$ cat src/inc/csci_pkg.sv
// Constants and carrier types for the card status-change interrupt block.
// Assumes a register port addressed by the printed byte index of each register.

package csci_pkg;

  // ---------------------------------------------------------------------------
  // Register indices and reset values
  // ---------------------------------------------------------------------------
  localparam logic [7:0] CSCI_FLAGS_IDX  = 8'h04;
  localparam logic [7:0] CSCI_CFG_IDX    = 8'h05;
  localparam logic [7:0] CSCI_CFG_RESET  = 8'h00;
  localparam logic [3:0] CSCI_FLAG_RESET = 4'h0;
  localparam logic [7:0] CSCI_RDATA_RST  = 8'h00;

  // ---------------------------------------------------------------------------
  // Field positions
  // ---------------------------------------------------------------------------
  localparam int CSCI_ROUTE_LSB     = 4;
  localparam int CSCI_ROUTE_MSB     = 7;
  localparam int CSCI_BIT_DETECT    = 3;
  localparam int CSCI_BIT_READY     = 2;
  localparam int CSCI_BIT_BATLOW    = 1;
  localparam int CSCI_BIT_BATTERY_DEAD_FLAG   = 0;

  // ---------------------------------------------------------------------------
  // Route select codes
  // ---------------------------------------------------------------------------
  localparam logic [3:0] CSCI_ROUTE_NONE = 4'h0;
  localparam logic [3:0] CSCI_ROUTE_SMI  = 4'h2;

  // Card-side levels, sampled on the system clock.
  typedef struct packed {
    logic card_detect_one;
    logic card_detect_two;
    logic card_ready;
    logic battery_low_line;
    logic card_status_change_line;
    logic ring_indicate_input;
  } csci_card_s;

  // Socket mode bits held in neighbouring registers.
  typedef struct packed {
    logic io_card;
    logic ring_enable;
    logic diag_pci_route;
    logic route_status_to_pci;
    logic clear_by_write;
  } csci_mode_s;

endpackage

$ cat src/hdl/csci_top.sv
// Card status-change flag and interrupt configuration registers with routing.
// Assumes card pins and mode bits are synchronous to clk_sys and that the
// register port issues single-cycle read and write strobes.
//
// How it works
// - Flag bits 7..4 read zero, ignore writes
// - Bit 3 sets on any detect line change
// - Bit 2 sets on ready rise, memory card
// - Bit 2 reads zero for I/O card
// - Bit 1 sets on battery low, memory card
// - Bit 1 reads zero for I/O card
// - Bit 0 records battery dead, memory card
// - Bit 0 follows status-change line level, I/O card
// - Ring mode: bit 0 follows ring indicate
// - Config bits 7..4 are read/write route select
// - Code 0 with diag bit routes to PCI
// - Code 0, diag clear: no ISA routing
// - Diag clear: PCI only when route bit set
// - Decode none, IRQ1, SMI, other IRQ lines
// - Disabled source flag always reads zero
// - Clear by read or write-one, mode-selected
// - Config bits 3..0 enable the four sources
// - Enabled event sets flag, raises routed interrupt

`timescale 1ns/1ps
`default_nettype none

module csci_top (
  // Clock and reset
  input  wire logic               clk_sys,
  input  wire logic               rst_n,
  // Register port
  input  wire logic [7:0]         reg_addr,
  input  wire logic               reg_wr,
  input  wire logic               reg_rd,
  input  wire logic [7:0]         reg_wdata,
  output var  logic [7:0]         reg_rdata_q,
  // Card pins and socket mode
  input  wire csci_pkg::csci_card_s card,
  input  wire csci_pkg::csci_mode_s mode,
  // Interrupt routes
  output var  logic               irq_pci_q,
  output var  logic               irq_smi_q,
  output var  logic [15:0]        irq_isa_q
);

  // ---------------------------------------------------------------------------
  // State
  // ---------------------------------------------------------------------------
  logic [7:0] cfg_q;
  logic [3:0] flag_q;
  logic       primed_q;
  logic       cd1_q;
  logic       cd2_q;
  logic       ready_q;
  logic [3:0] set_c;
  logic [3:0] clr_c;
  logic [3:0] view_c;
  logic [3:0] route_c;
  logic [3:0] en_c;
  logic       mem_card_c;
  logic       pending_c;
  logic       to_pci_c;
  logic       hit_flags_c;
  logic       hit_cfg_c;

  assign en_c        = cfg_q[3:0];
  assign route_c     = cfg_q[csci_pkg::CSCI_ROUTE_MSB:csci_pkg::CSCI_ROUTE_LSB];
  assign mem_card_c  = ~mode.io_card;
  assign hit_flags_c = (reg_addr == csci_pkg::CSCI_FLAGS_IDX);
  assign hit_cfg_c   = (reg_addr == csci_pkg::CSCI_CFG_IDX);

  // ---------------------------------------------------------------------------
  // Configuration register
  // ---------------------------------------------------------------------------
  // Whole byte is read/write: route select on top, source enables below.
  always_ff @(posedge clk_sys) begin
    if (!rst_n) begin
      cfg_q <= csci_pkg::CSCI_CFG_RESET;
    end else if (reg_wr && hit_cfg_c) begin
      cfg_q <= reg_wdata;
    end
  end

  // ---------------------------------------------------------------------------
  // Event detection
  // ---------------------------------------------------------------------------
  // Previous pin levels; the first cycle after reset only primes them so a
  // card already seated at power-up is not reported as a change.
  always_ff @(posedge clk_sys) begin
    if (!rst_n) begin
      primed_q <= 1'b0;
      cd1_q    <= 1'b0;
      cd2_q    <= 1'b0;
      ready_q  <= 1'b0;
    end else begin
      primed_q <= 1'b1;
      cd1_q    <= card.card_detect_one;
      cd2_q    <= card.card_detect_two;
      ready_q  <= card.card_ready;
    end
  end

  // Set terms per source, each gated by its enable.
  always_comb begin
    set_c    = 4'h0;
    set_c[3] = primed_q & en_c[3] &
               ((card.card_detect_one ^ cd1_q) | (card.card_detect_two ^ cd2_q));
    set_c[2] = primed_q & en_c[2] & mem_card_c & card.card_ready & ~ready_q;
    set_c[1] = en_c[1] & mem_card_c & card.battery_low_line;
    set_c[0] = en_c[0] & mem_card_c & card.card_status_change_line;
  end

  // Clear terms: a flags read clears all in read mode, a write of ones
  // clears chosen bits in write mode; the other method is ignored.
  always_comb begin
    clr_c = 4'h0;
    if (reg_rd && hit_flags_c && !mode.clear_by_write) begin
      clr_c = 4'hf;
    end else if (reg_wr && hit_flags_c && mode.clear_by_write) begin
      clr_c = reg_wdata[3:0];
    end
  end

  // ---------------------------------------------------------------------------
  // Sticky flags
  // ---------------------------------------------------------------------------
  // Set beats clear so an event landing on the clearing access is kept.
  genvar gi;
  generate
    for (gi = 0; gi < 4; gi++) begin : g_flag
      always_ff @(posedge clk_sys) begin
        if (!rst_n) begin
          flag_q[gi] <= csci_pkg::CSCI_FLAG_RESET[gi];
        end else begin
          flag_q[gi] <= set_c[gi] | (flag_q[gi] & ~clr_c[gi]);
        end
      end
    end
  endgenerate

  // Visible flags: disabled sources and memory-only bits on I/O cards read 0.
  // Bit 0 is a live level in I/O and ring modes, so it cannot be held there.
  always_comb begin
    view_c    = flag_q & en_c;
    view_c[2] = flag_q[2] & en_c[2] & mem_card_c;
    view_c[1] = flag_q[1] & en_c[1] & mem_card_c;
    if (mode.ring_enable) begin
      view_c[0] = en_c[0] & card.ring_indicate_input;
    end else if (mode.io_card) begin
      view_c[0] = en_c[0] & card.card_status_change_line;
    end
  end

  // ---------------------------------------------------------------------------
  // Read data
  // ---------------------------------------------------------------------------
  // Returns the value seen before any clear that the same read triggers.
  always_ff @(posedge clk_sys) begin
    if (!rst_n) begin
      reg_rdata_q <= csci_pkg::CSCI_RDATA_RST;
    end else if (reg_rd) begin
      if (hit_flags_c) begin
        reg_rdata_q <= {4'h0, view_c};
      end else if (hit_cfg_c) begin
        reg_rdata_q <= cfg_q;
      end else begin
        reg_rdata_q <= 8'h00;
      end
    end
  end

  // ---------------------------------------------------------------------------
  // Interrupt routing
  // ---------------------------------------------------------------------------
  assign pending_c = |view_c;
  assign to_pci_c  = mode.diag_pci_route ? (route_c == csci_pkg::CSCI_ROUTE_NONE)
                                         : mode.route_status_to_pci;

  // Level interrupts that follow pending flags; ISA lines are dropped when the
  // PCI route wins, which keeps one event from being serviced twice.
  always_ff @(posedge clk_sys) begin
    if (!rst_n) begin
      irq_pci_q <= 1'b0;
      irq_smi_q <= 1'b0;
      irq_isa_q <= 16'h0000;
    end else begin
      irq_pci_q <= pending_c & to_pci_c;
      irq_smi_q <= pending_c & ~to_pci_c & (route_c == csci_pkg::CSCI_ROUTE_SMI);
      irq_isa_q <= 16'h0000;
      if (pending_c && !to_pci_c && route_c != csci_pkg::CSCI_ROUTE_NONE
          && route_c != csci_pkg::CSCI_ROUTE_SMI) begin
        irq_isa_q[route_c] <= 1'b1;
      end
    end
  end
endmodule

`default_nettype wire

$ cat config.mk
export PLATFORM = sky130hd
export DESIGN_NAME = csci_top
export DESIGN_NICKNAME = d
export VERILOG_FILES = /design/src/inc/csci_pkg.sv /design/src/hdl/csci_top.sv
export SDC_FILE = /design/constraint.sdc
export NUM_CORES = 1
export LEC_CHECK = 0
export ABC_CLOCK_PERIOD_IN_PS = 3500
export BUFFER_PORTS_ARGS = -buffer_cell sky130_fd_sc_hd__buf_4
export CAP_MARGIN = 40
export CORE_UTILIZATION = 54
export CTS_BUF_LIST = sky130_fd_sc_hd__clkbuf_4 sky130_fd_sc_hd__clkbuf_8
export CTS_CLUSTER_SIZE = 25
export DETAILED_ROUTE_END_ITERATION = 12
export HOLD_SLACK_MARGIN = 0.12
export PLACE_DENSITY = 0.86
export SLEW_MARGIN = 30
export SYNTH_ARGS = -nofsm -noshare
export SYNTH_HDL_FRONTEND = slang
export SYNTH_SLANG_ARGS = --single-unit
$ cat constraint.sdc
create_clock -name clk_sys -period 3.5 [get_ports clk_sys]
set_clock_uncertainty 0.2 [all_clocks]
set_input_delay 0.7 -clock clk_sys [delete_from_list [all_inputs] [get_ports clk_sys]]
set_output_delay 0.7 -clock clk_sys [all_outputs]
set_load 0.1 [all_outputs]
Yosys cells after proc, flatten, opt, wreduce, memory -nomap -nowiden
Index checks and enable logic that the tools add are counted.
{ "totals": {"mem_count": 0, "rom_bits": 0, "latchBits": 0, "mem_bits_rw": 0, "ff_bits": 42, "out_inout_bits": 26} }
{ "classes": {"shifts": 0, "add_sub_neg": 0, "div": 0, "reduce_logical": 15, "n_eq_ne": 4, "n_bitwise": 38, "magnitude_cmp": 2, "mux": 10, "n_mul": 0} }
{ "ops": {"columns": ["operator", "n"], "rows": [
  ["$and 1x1->1", 23],
  ["$eq 8x3->1 const B", 2],
  ["$mux 8", 2],
  ["$logic_and 1x1->1", 9],
  ["$mux 4", 2],
  ["$not 1->1", 7],
  ["$lt 4x5->1 const B", 1],
  ["$mux 1", 5],
  ["$or 1x1->1", 5],
  ["$and 4x4->4", 1],
  ["$demux 1 s4", 1],
  ["$eq 4x2->1 const B", 1],
  ["$ge 4x1->1 const B", 1],
  ["$logic_not 4->1", 1],
  ["$ne 4x2->1 const B", 1],
  ["$reduce_bool 4->1", 1],
  ["$reduce_or 4->1", 1],
  ["$logic_not 1->1", 2],
  ["$reduce_and 2->1", 1],
  ["$xor 1x1->1", 2]
]} }

Logic depth before layout (Yosys ltp)
Gate-level depths: netlist (run 1).
{ "logic_depth": {"word_depth": 8, "ltp_mapped": 5, "depth_no_buf": 4} }

Least setup slack after synthesis (run 1)
No wires, ideal clock.
{ "synth_timing": {"kind": "input-to-reg", "start": "input port reg_addr[6]", "end": "register flag_q[2]", "path_slack_ns": 1.466, "setup_time_ns": 0.117, "cell_stages": 5, "arrival_time_ns": 1.717, "cell_sequence": "nor4b_2 and3_1 buf_2 a21boi_1 a32o_1"} }
{ "synth_between": {"elab_chain_len": 8, "word_cells_on_any_way": 10} }
{ "synth_rtl": {"columns": ["item", "line", "source"], "rows": [
  ["from (decl)", "csci_top.sv:33", "input wire logic [7:0] reg_addr,"],
  ["$eq 8x3->1 *", "csci_top.sv:70", "assign hit_flags_c = (reg_addr == csci_pkg::CSCI_FLAGS_IDX);"],
  ["$logic_and 1x1->1 (2 in a row)", "csci_top.sv:120", "end else if (reg_wr && hit_flags_c && mode.clear_by_write) begin"],
  ["$mux 4", "csci_top.sv:120", null],
  ["$mux 4 *", "csci_top.sv:118", "if (reg_rd && hit_flags_c && !mode.clear_by_write) begin"],
  ["$not 1->1 *", "csci_top.sv:136", "flag_q[gi] <= set_c[gi] | (flag_q[gi] & ~clr_c[gi]);"],
  ["$and 1x1->1 *", "csci_top.sv:136", null],
  ["$or 1x1->1 *", "csci_top.sv:136", null],
  ["to (signal, indexed assignment)", "csci_top.sv:134", "flag_q[gi] <= csci_pkg::CSCI_FLAG_RESET[gi];"],
  ["to (signal, indexed assignment)", "csci_top.sv:136", null],
  ["to (decl)", "csci_top.sv:51", "logic [3:0] flag_q;"]
]} }
Every way passes the cells marked *; elsewhere a longest branch is shown, timed or not.
A chain may end at the register's enable or synchronous reset.

Worst setup path in the final report (run 1)
Ends and elaborated chain as after synthesis.

==> impl_metrics.py, run 1 <==
metrics = {
    "cells_and_area": {
        "antenna_cells": 0,
        "fin_cells": 244,
        "areaGrowthSynthToFinish_pct": 32.4,
        "multiInputGateArea_um2": 714,
        "num-fill-cells": 197,
        "layout-drive-gt1-share": 0.329,
        "nets": 243,
        "seqCellArea_um2": 841,
    },
    "clock_tree": {
        "cts_root_buf": "clkbuf_4",
        "cts_setup_buffers": 0,
        "ctsHoldBuffers": 0,
        "ctsResizeCount": 0,
        "insertion_delay_ps": 340,
        "clkTransAtPathRegs_ps": 120,
        "cts_tree": "done",
        "ctsHtreeMaxLevel": 2,
        "cts.sinks": 42,
        "cts_buffers": 5,
        "cts_max_path_buffers": 2,
    },
    "critical_path": {
        "worst_setup_path_end_kind": "flop",
        "cp_max_fo": 9,
        "cp-startpoint": "reg_addr[6]",
        "cp_cell_sequence": "buf_4 > nor4b_2 > and3_1 > a21boi_1 > a32o_1",
        "cp_num_buf_inv": 1,
        "r2r_slack_ps": 1690,
        "r2r_cells": 4,
        "crit_family": "simple AND/OR/NAND/NOR gates",
        "reg2reg_to": "irq_isa_q[1]",
        "critPathKind": "input pin to flop",
        "cp-start-kind": "input pin",
        "endpoint": "flag_q[2]",
        "path_depth": 5,
        "cp_slowest_cell": "and3_1",
        "cp_slowest_stage_delay_ps": 420,
        "rr_startpoint": "cfg_q[6]",
        "critPathArrivalTime_ps": 2100,
        "crit_required_ps": 3550,
    },
    "route": {
        "firstDrtPassIters": 4,
        "drt-total-wl_um": 3530,
        "drtAntennaViolNets": 0,
        "vias_per_cell": 5.57,
        "vias": 1358,
        "avgRoutedWirePerCell_um": 14.5,
        "drc_errors": 0,
        "dr.first_iter.drc_count": 19,
    },
    "logic_synthesis": {
        "yosys-top-cells-count": "42 x dfxtp_1, 17 x nor2b_1, 10 x nor2_1",
        "synthFlopType": "dfxtp_1",
        "synthArstFlopShare": 0,
        "synthAdderAreaFrac": 0,
        "yosysUniqueCellTypes": 43,
        "synthMuxAreaShare": 0.0574,
        "synth.area.top_cells": "dfxtp_1 53%, nor2b_1 6.7%, mux2i_1 5.0%, nor4_1 3.5%, and2_1 2.4%",
        "yosys_register_bits": 42,
        "synth.most_common_cell": "dfxtp_1",
        "synth_top_area_share": 0.528,
        "synth_simple_gate_area_frac": 0.244,
        "synth_top_family_by_area": "simple AND/OR/NAND/NOR gates",
        "synth_compound_area_frac": 0.131,
        "yosysSeqAreaShare": 0.528,
        "netlist_area_mm2": 0.00159,
        "syn_area_per_cell_um2": 10.4,
        "synth-xor-area-share": 0.0110,
        "ys_warn_count": 0,
        "yosys.area.top_type": "dfxtp_1",
        "synth_edf_count": 0,
        "syn_inst": 153,
    },
    "pwr": {
        "p_leak_nw": 0.927,
        "irDropWorstVdd_mv": 0.370,
        "netSwitchingPower_uw": 184,
        "internal_power_uw": 662,
        "p_seq_frac": 0.571,
        "powerDensity_mw_per_mm2": 401,
        "p_comb_frac": 0.077,
        "sw_frac_of_total": 0.217,
        "clkPwrFrac": 0.352,
    },
    "timing": {
        "clock.fmax_mhz": 487,
        "rsz0062_at_grt": "false",
        "fin_crit_ps": 2050,
        "drv_slew": 0,
        "period_share": 0.587,
        "finalSetupViolCount": 0,
        "hold_viol": 0,
        "finalSetupTns_ps": 0,
    },
    "outcome": {
        "status": "finished clean",
    },
    "global_routing": {
        "grt_pass1_vias": 1343,
        "grt_overflow": 0,
        "track_usage": 0.241,
        "grt_max_degree": 27,
        "grt_first_pass_wirelength_um": 5910,
        "antenna_found_initial": 0,
    },
    "die": {
        "die-area_mm2": 0.00317,
        "die_x_um": 56.3,
        "rows": 19,
        "die-height_um": 56.3,
        "initial_core_util": 0.572,
        "pin_count": 57,
        "coreArea_mm2": 0.00278,
    },
    "placement": {
        "gp_congestion": 0.824,
        "io_buffers": 56,
        "dp.cells": 235,
        "dp_hpwl_um": 2640,
    },
    "run": {
        "drv.max_cap_violation_count": 0,
    },
    "worst_hold_path": {
        "hp-class": "flop to flop",
    },
}
[per-layer routing]
metal / routed length [µm] / vias up / global-route usage
met3: 183 / 6 / 0.0576
met4: 55 / 0 / 0.0906
li1: - / 669 / -
met2: 1870 / 43 / 0.439
met1: 1420 / 640 / 0.270
met5: 0 / - / 0
[state kept, by name (all words and copies together) (netlist names)]
register,cells
cd2_q,1
irq_isa_q,16
primed_q,1
cfg_q,8
reg_rdata_q,8
irq_smi_q,1
cd1_q,1
flag_q,4
ready_q,1
irq_pci_q,1
[worst reg2reg max path, stage by stage (launching register included)]
cell and delay [ps]:
dfxtp_1 480, nor2_1 110, a31o_1 350, or4_1 520
nor2_1 100
[through the flow]
stage	area (µm²)	power [mW]	worst slack, ps	hold slack, ps	utilization
after global placement	2020	0.556	1090	270	0.727
final	2110	0.846	1450	302	0.758
after floorplan	1600	0.524	1470	261	-
after detailed placement	2020	0.558	976	287	0.727
after CTS	2100	0.849	1340	303	0.755
after global routing	2110	0.877	1380	330	0.758
[kinds of logic (layout without fill, tap and decap cells)]
kind of cell,after synthesis,count (layout)
AO/OA/AOI/OAI,26,26
XOR/XNOR,2,2
buffers and inverters,8,67
flip-flops,42,42
multiplexers,9,9
other,1,2
AND/OR/NAND/NOR,65,65
[power by group through the flow]
| stage | sequential, mW | clock [mW] | combinational (mW) |
|---|---|---|---|
| after floorplan | 0.503 | 0 | 0.0216 |
| final | 0.483 | 0.298 | 0.0650 |
| after CTS | 0.483 | 0.302 | 0.0644 |
| after detailed placement | 0.494 | 0 | 0.0642 |
| after global placement | 0.494 | 0 | 0.0620 |
| after global routing | 0.484 | 0.324 | 0.0691 |
[placed cells by master, fill, tap and decap left out, drive strengths merged, types with 2 or more instances in the layout]
cell and instances:
buf 56, dfxtp 42, nor2b 17, nor2 10, nor4 9, mux2i 8
and2 6, nand2 6, clkbuf 6, a21boi 5, a32oi 4, nand2b 3
a32o 3, nand3 3, or4 2, xnor2 2, inv 2, o211ai 2
clkinv 2, conb 2, o21ai 2, a31o 2, or2b 2, nand4 2
[area by class of cell]
class,count,area share
well taps,31,0.0184
repair buffers,57,0.203
inverters,2,0.00356
clock inverters,3,0.0190
multi-input cells,104,0.339
flip-flops and latches,42,0.399
clock buffers,5,0.0178
[worst min path at each step]
stage,slack [ps],end,startpoint,depth (start not counted)
6_report,300,reg_rdata_q[0],reg_rdata_q[0],2
5_1_grt,330,reg_rdata_q[2],reg_rdata_q[2],2
4_1_cts,300,reg_rdata_q[0],reg_rdata_q[0],2
3_5_place_dp,290,reg_rdata_q[0],reg_rdata_q[0],2
3_3_place_gp,270,reg_rdata_q[1],reg_rdata_q[1],2
2_1_floorplan,260,flag_q[2],flag_q[2],1
Power figures use the tool's default switching activity.
==> run 2, diff against run 1 <==
--- a/config.mk
+++ b/config.mk
@@ -5,15 +5,16 @@
 export SDC_FILE = /design/constraint.sdc
 export NUM_CORES = 1
 export LEC_CHECK = 0
-export ABC_CLOCK_PERIOD_IN_PS = 3500
+export ABC_AREA = 1
+export ABC_CLOCK_PERIOD_IN_PS = 1660
 export BUFFER_PORTS_ARGS = -buffer_cell sky130_fd_sc_hd__buf_4
 export CAP_MARGIN = 40
-export CORE_UTILIZATION = 54
+export CORE_UTILIZATION = 46
 export CTS_BUF_LIST = sky130_fd_sc_hd__clkbuf_4 sky130_fd_sc_hd__clkbuf_8
 export CTS_CLUSTER_SIZE = 25
 export DETAILED_ROUTE_END_ITERATION = 12
 export HOLD_SLACK_MARGIN = 0.12
-export PLACE_DENSITY = 0.86
+export PLACE_DENSITY = 0.77
 export SLEW_MARGIN = 30
 export SYNTH_ARGS = -nofsm -noshare
 export SYNTH_HDL_FRONTEND = slang
==> constraint.sdc (replaced) <==
create_clock -name clk_sys -period 1.66 [get_ports clk_sys]
set_clock_uncertainty 0.2 [all_clocks]
set_input_delay 0.332 -clock clk_sys [delete_from_list [all_inputs] [get_ports clk_sys]]
set_output_delay 0.332 -clock clk_sys [all_outputs]
set_load 0.1 [all_outputs]
==> impl_metrics.py, run 2 <==
metrics = {
    "placement": {
        "place_area_mm2": 0.00218,
        "io_buffers": 56,
        "gp_congestion": 0.895,
        "dp_hpwl_um": 2700,
        "pre_cts_ws_ps": 64.3,
    },
    "timing": {
        "setup_ws_ps": 96.3,
        "finalSetupViolCount": 0,
        "rsz0062_at_grt": "false",
        "clock.fmax_mhz": 640,
        "drv_slew": 0,
        "hold_viol": 0,
        "period_share": 0.942,
        "finalSetupTns_ps": 0,
        "fin_crit_ps": 1560,
    },
    "clock_tree": {
        "ctsHtreeMaxLevel": 2,
        "cts.sinks": 42,
        "cts_tree": "done",
        "cts_setup_buffers": 0,
        "insertion_delay_ps": 290,
        "clkTransAtPathRegs_ps": 80,
        "cts_max_path_buffers": 2,
        "cts_buffers": 5,
        "cts_root_buf": "clkbuf_8",
    },
    "global_routing": {
        "grt_overflow": 0,
        "grt_first_pass_wirelength_um": 6470,
        "track_usage": 0.207,
        "antenna_found_initial": 0,
        "grt_max_degree": 17,
        "grt_pass1_vias": 1511,
    },
    "cells_and_area": {
        "layout-drive-gt1-share": 0.301,
        "areaGrowthSynthToFinish_pct": 41.1,
        "design_area_mm2": 0.00239,
        "largest_reg_flops": 16,
        "reg_top3": "irq_isa_q x16, cfg_q x8, reg_rdata_q x8",
        "layout_common_cells": "63 x buf_4, 57 x nand2_1, 42 x dfxtp_1, 38 x nand3_1, 22 x inv_1",
        "antenna_cells": 0,
        "regMostFlops": "irq_isa_q",
        "nets": 326,
        "final_common_cell": "buf_4",
    },
    "logic_synthesis": {
        "yosysUniqueCellTypes": 19,
        "synthArstFlopShare": 0,
        "yosys_register_bits": 42,
        "synthMuxAreaShare": 0,
        "yosys-top-cells-count": "57 x nand2_1, 42 x dfxtp_1, 38 x nand3_1",
        "synth_simple_gate_area_frac": 0.355,
        "synth_compound_area_frac": 0.0621,
        "synth.most_common_cell": "nand2_1",
        "synth_edf_count": 0,
        "yosysSeqAreaShare": 0.497,
        "synth_top_family_by_area": "simple AND/OR/NAND/NOR gates",
        "synthAdderAreaFrac": 0,
        "synth_top_area_share": 0.497,
        "ys_warn_count": 0,
        "syn_inst": 221,
        "synth.area.top_cells": "dfxtp_1 50%, nand2_1 13%, nand3_1 11%, a21oi_1 5.0%, inv_1 4.9%",
        "yosys.area.top_type": "dfxtp_1",
        "synthFlopType": "dfxtp_1",
        "netlist_area_mm2": 0.00169,
        "syn_area_per_cell_um2": 7.66,
        "synth-xor-area-share": 0.0103,
    },
    "pwr": {
        "irDropWorstVdd_mv": 0.662,
        "p_leak_nw": 1.07,
        "powerDensity_mw_per_mm2": 827,
    },
    "route": {
        "dr.first_iter.drc_count": 77,
        "avgRoutedWirePerCell_um": 10.6,
        "vias_per_cell": 4.69,
        "drc_errors": 0,
        "drt-total-wl_um": 3640,
        "drtAntennaViolNets": 0,
        "firstDrtPassIters": 4,
        "vias": 1605,
    },
    "critical_path": {
        "crit_required_ps": 1620,
        "cp_max_fo": 16,
        "rr_startpoint": "cfg_q[5]",
        "cp-startpoint": "rst_n",
        "worst_setup_path_end_kind": "flop",
        "cp-start-kind": "input pin",
        "critPathKind": "input pin to flop",
        "critPathArrivalTime_ps": 1520,
    },
    "worst_hold_path": {
        "min_from": "reg_wdata[1]",
        "hp-class": "input pin to flop",
    },
    "die": {
        "die-area_mm2": 0.00393,
        "rows": 21,
        "pin_count": 57,
        "initial_core_util": 0.492,
        "die-height_um": 62.7,
        "die_x_um": 62.7,
        "coreArea_mm2": 0.00344,
    },
    "run": {
        "drv.max_cap_violation_count": 0,
    },
    "outcome": {
        "status": "finished clean",
    },
}
run 2: cell types whose count changed after synthesis, sizes merged, moves of 4 or more:
cell / previous run / this run
nand3: 3 / 38
a21boi: 5 / 1
and2: 6 / 0
a21oi: 1 / 17
nor2b: 17 / 0
mux2i: 8 / 0
nand2: 6 / 57
a32oi: 4 / 0
nor2: 10 / 31
inv: 2 / 22
nor4: 9 / 0
run 2: critical path: stages:
cell and delay, ps:
dlygate4sd3_1 540, buf_4 190, inv_1 380, a21oi_1 90
run 2: cell type report:
cell class	count	area, µm²
tap	46	57.6
fill	311	1050
timing repair buffer	72	563
multi-input combinational	152	731
clock inverter	2	37.5
inverter	22	82.6
sequential	42	841
clock buffer	6	76.3
run 2: worst paths after layout:
check	depth (start not counted)	slack, ps	end
worst min register to register	2	270	reg_rdata_q[4]
worst min-delay path	3	130	cfg_q[1]
worst max-delay path	4	100	flag_q[0]
worst max register to register	6	190	irq_isa_q[15]
run 2: cells by family (layout without fill, tap and decap cells):
kind of cell | after synthesis | in the layout
compound gates | 19 | 19
other cells | 1 | 2
simple gates | 129 | 129
buf+inv | 28 | 102
flops | 42 | 42
xor+xnor | 2 | 2
run 2: where the power goes:
group          switching, mW  total (mW)  leakage [nW]  internal (mW)
Clock                  0.342       0.807        0.0548          0.465
Sequential           0.00294        1.02         0.340           1.01
Combinational         0.0771       0.151         0.679         0.0740
Total                  0.422        1.98          1.07           1.55
run 2: metrics by stage:
| stage | util | cells | power [mW] | hold slack [ps] |
|---|---|---|---|---|
| floorplan | - | 222 | 1.10 | 160 |
| global placement | 0.635 | 325 | 1.17 | 258 |
| detailed placement | 0.635 | 325 | 1.18 | 256 |
| CTS | 0.691 | 341 | 1.99 | 127 |
| global route | 0.694 | 342 | 2.06 | 128 |
| finish | 0.694 | 342 | 1.98 | 130 |
run 2: metal layers:
metal  global-route usage  vias to the layer above  wire (µm)
met5                    0                        -          0
li1                     -                      842          -
met3               0.0438                        6        148
met1                0.265                      716       1730
met2                0.342                       41       1700
met4               0.0756                        0         53
run 2: repair_timing:
action / 4_1_cts / 5_1_grt
endpoints found under the hold margin: 8 / 1
gates resized for setup: 0 / 0
hold buffers: 8 / 1
